File: config.mk
export PLATFORM = sky130hd
export DESIGN_NAME = swed_top
export DESIGN_NICKNAME = d
export VERILOG_FILES = /design/src/hdl/swed_pkg.sv /design/src/hdl/swed_top.sv
export SDC_FILE = /design/constraint.sdc
export NUM_CORES = 1
export LEC_CHECK = 0
export BUFFER_PORTS_ARGS = -buffer_cell sky130_fd_sc_hd__buf_2
export CORE_MARGIN = 2
export CORE_UTILIZATION = 51
export CTS_CLUSTER_SIZE = 25
export DETAILED_ROUTE_END_ITERATION = 16
export MAX_ROUTING_LAYER = met4
export PLACE_DENSITY = 0.75
export SYNTH_ARGS = -nofsm -noshare
export SYNTH_HDL_FRONTEND = slang
export SYNTH_SLANG_ARGS = --single-unit
File: constraint.sdc
create_clock -name clk -period 2.15 [get_ports clk]
set_input_delay 0.645 -clock clk [delete_from_list [all_inputs] [get_ports clk]]
set_output_delay 0.645 -clock clk [all_outputs]
set_load 0.01 [all_outputs]
File: src/hdl/swed_pkg.sv
// Constants for the suspend wake event detector
package swed_pkg;
   // ----------------------------------------
   // Register offsets (byte addresses)
   // ----------------------------------------
   localparam int ADDR_W = 5;
   localparam logic [4:0] A_LAN_CTRL = 5'h00;
   localparam logic [4:0] A_PWR_CTRL = 5'h04;
   localparam logic [4:0] A_PIN_CFG = 5'h08;
   localparam logic [4:0] A_LED_CFG = 5'h0c;
   localparam logic [4:0] A_PIN_WAKE = 5'h10;
   localparam logic [4:0] A_IRQ_STS = 5'h14;
   // ----------------------------------------
   // Field positions
   // ----------------------------------------
   localparam int NPIN = 11;
   localparam int LC_SEEN_LSB = 5;
   localparam int PC_LAN_EN = 2;
   localparam int PC_ENERGY_WAKE_EN = 3;
   localparam int PC_WSB_LSB = 4;
   localparam int PC_SUSP = 8;
   localparam int LED_DIR_LSB = 8;
   localparam int PW_POL_LSB = 16;
   localparam int PW_LINK_SEL = 31;
   localparam int GATED_PINS = 8;
   localparam int LINK_PIN = 7;
   // ----------------------------------------
   // Reset values and masks
   // ----------------------------------------
   localparam logic [4:0] EN_FULL_MASK = 5'h1f;
   localparam logic [4:0] EN_RED_MASK = 5'h07;
   localparam logic [7:0] GATE_RST = 8'hff;
   localparam logic [5:0] FSEL_RST = 6'h15;
   localparam logic [2:0] PDIR_RST = 3'h7;
   localparam logic [1:0] FSEL_GPIO = 2'h0;
   // ----------------------------------------
   // Suspend mode codes
   // ----------------------------------------
   localparam logic [1:0] M_SLEEP_WOL = 2'h0;
   localparam logic [1:0] M_SLEEP_ENERGY = 2'h1;
   localparam logic [1:0] M_SLEEP_DEEP = 2'h2;
   localparam logic [1:0] M_SLEEP_GOODFRAME = 2'h3;
   typedef enum logic {SWED_NORMAL, SWED_SUSPENDED} swed_st_t;
endpackage : swed_pkg

File: src/hdl/swed_top.sv
// Suspend wake event detector with register port
`timescale 1ns/1ps
`default_nettype none
module swed_top
   import swed_pkg::*;
#(
   parameter bit FULL_VARIANT = 1'b1
) (
   input wire logic clk,
   input wire logic sys_rst,
   input wire logic [ADDR_W-1:0] reg_addr,
   input wire logic [31:0] reg_wdata,
   input wire logic reg_wr,
   input wire logic reg_rd,
   output logic [31:0] reg_rdata,
   input wire logic unicast_hit,
   input wire logic magic_hit,
   input wire logic pattern_hit,
   input wire logic exact_hit,
   input wire logic broadcast_hit,
   input wire logic good_frame,
   input wire logic phy_irq,
   input wire logic phy_link_up,
   input wire logic [NPIN-1:0] gpio_pin,
   input wire logic ext_phy_pin,
   input wire logic usb_suspend,
   output logic remote_wake,
   output logic wake_irq,
   output logic suspended
);
   // ----------------------------------------
   // State
   // ----------------------------------------
   typedef struct packed {
      swed_st_t st;
      logic [4:0] lan_en;
      logic [3:0] seen;
      logic [1:0] mode;
      logic lan_wake_en;
      logic energy_wake_en;
      logic [1:0] wsb;
      logic [7:0] gate;
      logic [5:0] fsel;
      logic [2:0] pdir;
      logic [NPIN-1:0] pin_en;
      logic [NPIN-1:0] pin_pol;
      logic link_sel;
      logic [NPIN-1:0] pin_irq;
      logic [NPIN-1:0] g1;
      logic [NPIN-1:0] g2;
      logic x1;
      logic x2;
      logic susp_q;
      logic [31:0] rdata;
      logic rwake;
      logic wirq;
   } swed_state_t;

   swed_state_t s;
   swed_state_t next_s;

   function automatic logic mode_is(input logic [1:0] m, input logic [1:0] code);
      mode_is = (m == code);
   endfunction : mode_is

   logic [4:0] en_mask;
   logic [4:0] hits;
   logic [4:0] en_eff;
   logic composite;
   logic all_clear;
   logic gf;
   logic mac_evt;
   logic lan_set;
   logic ed_set;
   logic [3:0] seen_set;
   logic [NPIN-1:0] pin_lvl;
   logic [NPIN-1:0] pin_cap;
   logic [NPIN-1:0] pin_hit;
   logic link_mode;
   logic lan_req;
   logic ed_req;
   logic gp_req;
   logic wake_req;
   logic wr_lan;
   logic wr_pwr;
   logic wr_irq;

   // ----------------------------------------
   // LAN and energy sources
   // ----------------------------------------
   // full or reduced enable set, chosen by FULL_VARIANT
   assign en_mask = FULL_VARIANT ? EN_FULL_MASK : EN_RED_MASK;
   assign hits = {broadcast_hit, exact_hit, pattern_hit, magic_hit, unicast_hit};
   assign en_eff = s.lan_en & en_mask;
   assign composite = |(en_eff & hits);
   assign all_clear = (en_eff == 5'h00);
   assign gf = FULL_VARIANT && all_clear && good_frame;
   assign mac_evt = composite | gf;
   assign lan_set = (composite & s.lan_wake_en) | gf;
   assign ed_set = phy_irq & s.energy_wake_en;
   assign seen_set = {broadcast_hit & en_eff[4], exact_hit & en_eff[3],
                      magic_hit & en_eff[1], pattern_hit & en_eff[2]};

   // ----------------------------------------
   // GPIO wake detection
   // ----------------------------------------
   assign link_mode = FULL_VARIANT && s.link_sel;
   genvar gi;
   generate
      for (gi = 0; gi < NPIN; gi++) begin : g_pin
         assign pin_lvl[gi] = s.pin_pol[gi] ? s.g2[gi] : ~s.g2[gi];
         if (gi < GATED_PINS) begin : g_low
            assign pin_cap[gi] = ~s.gate[gi] & ~s.x2;
         end else begin : g_high
            assign pin_cap[gi] = (s.fsel[2*(gi-GATED_PINS) +: 2] == FSEL_GPIO)
                                 & ~s.pdir[gi-GATED_PINS];
         end
         if (gi == LINK_PIN) begin : g_link
            assign pin_hit[gi] = link_mode ?
               (s.pin_en[gi] & pin_cap[gi] & phy_link_up &
                (mode_is(s.mode, M_SLEEP_WOL) | mode_is(s.mode, M_SLEEP_GOODFRAME))) :
               (s.pin_en[gi] & pin_cap[gi] & pin_lvl[gi]);
         end else begin : g_plain
            assign pin_hit[gi] = s.pin_en[gi] & pin_cap[gi] & pin_lvl[gi];
         end
      end
   endgenerate

   // ----------------------------------------
   // Wake requests from sticky status
   // ----------------------------------------
   // WOL only in sleep_wol, good frame only in goodframe
   assign lan_req = s.wsb[1] & ((s.lan_wake_en & mode_is(s.mode, M_SLEEP_WOL)) |
                    (FULL_VARIANT & all_clear & mode_is(s.mode, M_SLEEP_GOODFRAME)));
   assign ed_req = s.wsb[0] & s.energy_wake_en & mode_is(s.mode, M_SLEEP_ENERGY);
   assign gp_req = |s.pin_irq;
   assign wake_req = lan_req | ed_req | gp_req;

   assign wr_lan = reg_wr && (reg_addr == A_LAN_CTRL);
   assign wr_pwr = reg_wr && (reg_addr == A_PWR_CTRL);
   assign wr_irq = reg_wr && (reg_addr == A_IRQ_STS);

   // ----------------------------------------
   // Next state
   // ----------------------------------------
   always_comb begin
      next_s = s;
      // Pins are asynchronous, two stages first
      next_s.g1 = gpio_pin;
      next_s.g2 = s.g1;
      next_s.x1 = ext_phy_pin;
      next_s.x2 = s.x1;
      next_s.susp_q = usb_suspend;
      next_s.rwake = 1'b0;
      next_s.rdata = 32'h0000_0000;
      next_s.wirq = lan_set | ed_set;
      if (reg_rd) begin
         unique case (reg_addr)
            A_LAN_CTRL: next_s.rdata = {23'h0, s.seen, en_eff};
            A_PWR_CTRL: next_s.rdata = {23'h0, (s.st == SWED_SUSPENDED), 2'h0,
                                        s.wsb, s.energy_wake_en, s.lan_wake_en, s.mode};
            A_PIN_CFG: next_s.rdata = {24'h0, s.gate};
            A_LED_CFG: next_s.rdata = {21'h0, s.pdir, 2'h0, s.fsel};
            A_PIN_WAKE: next_s.rdata = {s.link_sel, 4'h0, s.pin_pol, 5'h00, s.pin_en};
            A_IRQ_STS: next_s.rdata = {21'h0, s.pin_irq};
            default: next_s.rdata = 32'h0000_0000;
         endcase
      end
      if (wr_lan) begin
         next_s.lan_en = reg_wdata[4:0] & en_mask;
      end
      if (wr_pwr) begin
         next_s.mode = reg_wdata[1:0];
         next_s.lan_wake_en = reg_wdata[PC_LAN_EN];
         next_s.energy_wake_en = reg_wdata[PC_ENERGY_WAKE_EN];
      end
      if (reg_wr && (reg_addr == A_PIN_CFG)) begin
         next_s.gate = reg_wdata[7:0];
      end
      if (reg_wr && (reg_addr == A_LED_CFG)) begin
         next_s.fsel = reg_wdata[5:0];
         next_s.pdir = reg_wdata[LED_DIR_LSB +: 3];
      end
      if (reg_wr && (reg_addr == A_PIN_WAKE)) begin
         next_s.pin_en = reg_wdata[NPIN-1:0];
         next_s.pin_pol = reg_wdata[PW_POL_LSB +: NPIN];
         next_s.link_sel = reg_wdata[PW_LINK_SEL];
      end
      // Write one to clear; a new event in the same cycle wins
      // seen flags
      next_s.seen = seen_set |
         (s.seen & ~(wr_lan ? reg_wdata[LC_SEEN_LSB +: 4] : 4'h0));
      // status set, LAN held while MAC event, energy held while PHY irq
      next_s.wsb[1] = lan_set |
         (s.wsb[1] & ~(wr_pwr & reg_wdata[PC_WSB_LSB+1] & ~mac_evt));
      next_s.wsb[0] = ed_set |
         (s.wsb[0] & ~(wr_pwr & reg_wdata[PC_WSB_LSB] & ~phy_irq));
      next_s.pin_irq = pin_hit |
         (s.pin_irq & ~(wr_irq ? reg_wdata[NPIN-1:0] : {NPIN{1'b0}}));
      unique case (s.st)
         SWED_NORMAL: begin
            if (usb_suspend && !s.susp_q) begin
               next_s.st = SWED_SUSPENDED;
            end
         end
         SWED_SUSPENDED: begin
            if (wake_req) begin
               next_s.rwake = 1'b1;
               next_s.st = SWED_NORMAL;
            end else if (!usb_suspend) begin
               next_s.st = SWED_NORMAL;
            end
         end
      endcase
   end

   // ----------------------------------------
   // Registers
   // ----------------------------------------
   always_ff @(posedge clk) begin
      if (sys_rst) begin
         s <= '0;
         s.st <= SWED_NORMAL;
         s.mode <= M_SLEEP_DEEP;
         s.gate <= GATE_RST;
         s.fsel <= FSEL_RST;
         s.pdir <= PDIR_RST;
      end else begin
         s <= next_s;
      end
   end

   assign reg_rdata = s.rdata;
   assign remote_wake = s.rwake;
   assign wake_irq = s.wirq;
   assign suspended = (s.st == SWED_SUSPENDED);
endmodule : swed_top
`default_nettype wire

Yosys cells after proc, flatten, opt, wreduce, memory -nomap -nowiden:

Cells that the tools add are included.

* bitwise gates (word level): 97
* eq/ne operators: 7
* mux-type cells: 20
* reduce and logical (&&, ||, !) cells: 19

Operators by type and width (count)
* 32-bit one-hot mux with 6 select lines: 1
* 1-bit bitwise AND: 52
* 1-bit NOT: 29
* 1-bit 2-to-1 mux: 16
* 11-bit bitwise AND: 1
* 11-bit 2-to-1 mux: 1
* 11-bit NOT: 1
* 11-bit OR: 1
* 11-bit OR reduction: 1
* 5-bit by 4-bit == test with 1-bit output, second input constant: 2
* 5-bit == test, second input constant: 2
* 5-bit zero test: 2
* 1-bit OR: 9
* 1-bit logical AND: 8
* 2-bit zero test: 4
* 5-bit bitwise AND: 1
* 5-bit by 3-bit == test with 1-bit output, second input constant: 1
* 5-bit OR reduction: 1
* 4-bit bitwise AND: 1
* 4-bit 2-to-1 mux: 1
* 4-bit NOT: 1
* 4-bit OR: 1
* 2-bit OR reduction: 2
* 2-bit by 1-bit == test with 1-bit output, second input constant: 1
* other kinds (3): 3

* input port bits: 62
* output and inout port bits: 35
* word-level logic and storage cells: 165
* bits in registers: 126

Longest topological paths before layout:

* depth in word-level cells: 8
* depth in mapped cells: 7
* mapped depth without buffers: 6

Least setup slack after synthesis:

OpenSTA, ideal clock, no wires.

* kind: input to register
* start point: in reg_addr[3]
* end point: reg s[111] (netlist bit)
* setup slack: 325 ps
* library setup time: 132 ps
* path buffers: 1
* required time: 2018 ps
* stages on the path: 5
* arrival time: 1693 ps
* path through: buf_6 nor4_2 nand3_2 o31ai_1 a21oi_1

* longest elaborated chain between the ends: 7

RTL lines
* start, declared: RTL line swed_top.sv:11 `input wire logic [ADDR_W-1:0] reg_addr,`
* 5-bit by 3-bit == test with 1-bit output: RTL line swed_top.sv:140 `assign wr_pwr = reg_wr && (reg_addr == A_PWR_CTRL);`
* 1-bit logical AND: RTL line swed_top.sv:140
* 1-bit bitwise AND (2 in series): RTL line swed_top.sv:195 `(s.wsb[1] & ~(wr_pwr & reg_wdata[PC_WSB_LSB+1] & ~mac_evt));`
* 1-bit NOT: RTL line swed_top.sv:195
* 1-bit bitwise AND: RTL line swed_top.sv:195
* 1-bit OR: RTL line swed_top.sv:194 `next_s.wsb[1] = lan_set |`
* end signal, assigned: RTL line swed_top.sv:229 `s <= next_s;`
* end, declared: RTL line swed_top.sv:59 `swed_state_t s;`

Every way passes these cells.
A chain may end at the register's enable or synchronous reset.

Worst setup path after layout:

* start point: reg s (netlist bit suspended)
* end point: out suspended

RTL lines
* end, declared: RTL line swed_top.sv:29 `output logic suspended`

No word-level cell between the ends.

==> metrics.txt <==
Leak=0.00238 uW; clock skew=8.41 ps; unrepaired setup endpoints after global routing=false; cts repair resizes=0; final global-route overflow total=0; Ys Warns=0; clock root cell=clkbuf_8; hpwl dp=7920 microns; VDD IR max=0.508 mV; fin nets=639; die area=9990 sq um; Clk Latency, worst-skew pair=520 ps; Cells after Synth=509; Max Cap Violations=0; Rows=35; Vias/cell=5.58; Netlist Area Pre-Place=4700 sq um; Crit path max-delay family=flip-flops; Port Buffers=78; Placement Setup Slack=160 ps; Area contributors post-synth=dfxtp_1, buf_4, a21oi_1; largest net degree at the start of global routing=94; Top FF cell, synth=dfxtp_1; CTS Hold Buffers Added=0; Cell variety after synth=42; WP data arrival=1120 ps; layout cell share with drive strength beyond 1=24.5%; most frequent cell after synthesis=dfxtp_1; Syn Area/Cell=9.23 sq um; worst setup path class=register to primary output; die width=100 microns; IO Pins=97; CP required=1500 ps; grt peak-use layer=met2; routing usage on met2=41.6%; Slowest cell on crit path=dfxtp_1; Slew Viols, Final=0; DP Cell Count=666; Area growth syn-to-layout=21.4%; CTS Buf Count=17; routability cong.=0.960; Power Density=957 nW/um^2; GRT Util Overall=25.2%; register area share after synthesis=49.9%; Die Ht=100 microns; Setup TNS Final=0 ps; Post-DRT Antenna Nets=0; first-pass GRT wire length=18600 microns; Worst-Margin Slew=484 ps; WL/cell=16.7 microns; Power Total=5450 uW; FFs w/ async S/R, synth=0%; crit path capture type=primary output; outcome=completed; final std cells w/o fill=698; Yosys top cell area share=49.9%; cell taking the most area after synthesis=dfxtp_1; Post-Route WL=11600 microns; Residual DRC=0; antenna violations before repair=0; Synth top cells by count=dfxtp_1, nand2_1, a21oi_1; crit share post-route=82.1%; CP Buf/Inv Count=1; CTS sink count=117; 1st-pass router iterations=6; Post-synth EDFFs=0; starting density of the core=51.8%; Synth Register Bits=117; Slew HR=67.3%; CTS tree=built; H-tree depth=4; vias post-DR=3893; CTS Buffer Depth=2; Hold Path Class=input pin to register; number of global-route vias before repair=3825; Startpoint Class=register; Setup-failing EPs final=0; Core Region=9060 sq um; Max stage delay on crit path=430 ps; Max Fclk=0.566 GHz; final worst setup slack=384 ps; met3 Usage GRT=5.50%; # diodes=0; starting DRC count in detailed routing=346; CP Max Fanout=5; GR met1 Demand/Resource=29.2%; fin crit period=1770 ps; postcts setup bufs=0; critical path cell sequence=buf_2; final hold violation count=0; Fin Hold WS=330 ps; Worst-path clk slew=60 ps
## cells by family after synthesis
| family | Yosys count | synth area share (%) |
|---|---|---|
| buffers and inverters | 72 | 9.03 |
| other | 1 | 0.0799 |
| xor gates and xnor gates | 11 | 2.05 |
| AOI/OAI and AO/OA | 105 | 14.3 |
| and+or+nand+nor | 182 | 19.8 |
| DFF | 117 | 49.9 |
| adders and majority gates | 3 | 0.799 |
| muxes | 18 | 4.02 |
## path summary, 6_finish.rpt
path | to | depth (start not counted) | from | slack [ps]
hold / removal | next_s[45] | 2 | gpio_pin[8] | 330
setup / recovery | suspended | 1 | suspended | 380
setup reg to reg | suspended | 4 | s[64] | 700
hold reg to reg | s[38] | 1 | next_s[38] | 440
## stage by stage
| stage | instance area (sq um) | util (%) |
|---|---|---|
| final | 5700 | 62.9 |
| after global routing | 5700 | 62.9 |
| after CTS | 5700 | 62.9 |
| after detailed placement | 5060 | 55.8 |
| after global placement | 5060 | 55.8 |
| after floorplan | 4730 | - |
## routing by layer
metal / vias to the layer above / share of wire, %
met4: 0 / 3.3
met3: 36 / 7.2
met1: 1834 / 39
met2: 183 / 50
li1: 1840 / -
met5: - / 0
## flip-flops by register name, summed over array words and instances, names as in the netlist
name and cells:
wake_irq 1, en_eff 5, reg_rdata 23, suspended 1, link_mode 1, next_s 12, remote_wake 1, s 73
## report_power, final
group          switching, uW  internal [uW]
combinational            129           98.1
clock                    990           2010
sequential              21.9           2200
## cell usage in the layout (no fill, tap or decap), types with 3 or more instances in the layout
master	n
dfxtp_1	117
buf_2	78
nand2_1	65
a21oi_1	49
nor2_1	37
nor2b_1	27
clkbuf_16	16
buf_4	16
and2_1	15
a211o_1	15
inv_1	13
nand3_1	13
o21ai_0	11
mux2i_1	11
xnor2_1	10
conb_1	9
a222oi_1	8
mux2_2	7
a22oi_1	7
a22o_1	5
clkbuf_8	5
nor4b_1	4
nor3b_1	4
o21ai_1	4
clkinvlp_4	4
bufinv_16	4
nand3_2	3
ha_1	3
buf_12	3
## layout make-up
cell class                      count  area (sq um)
Fill cell                         736          3360
Sequential cell                   117          2340
Multi-Input combinational cell    328          1960
Timing Repair Buffer               97           571
Clock buffer                       22           473
Clock inverter                     10           168
Tap cell                          111           139
Inverter                           13          48.8
No activity file was read; power rests on OpenSTA's default activity.
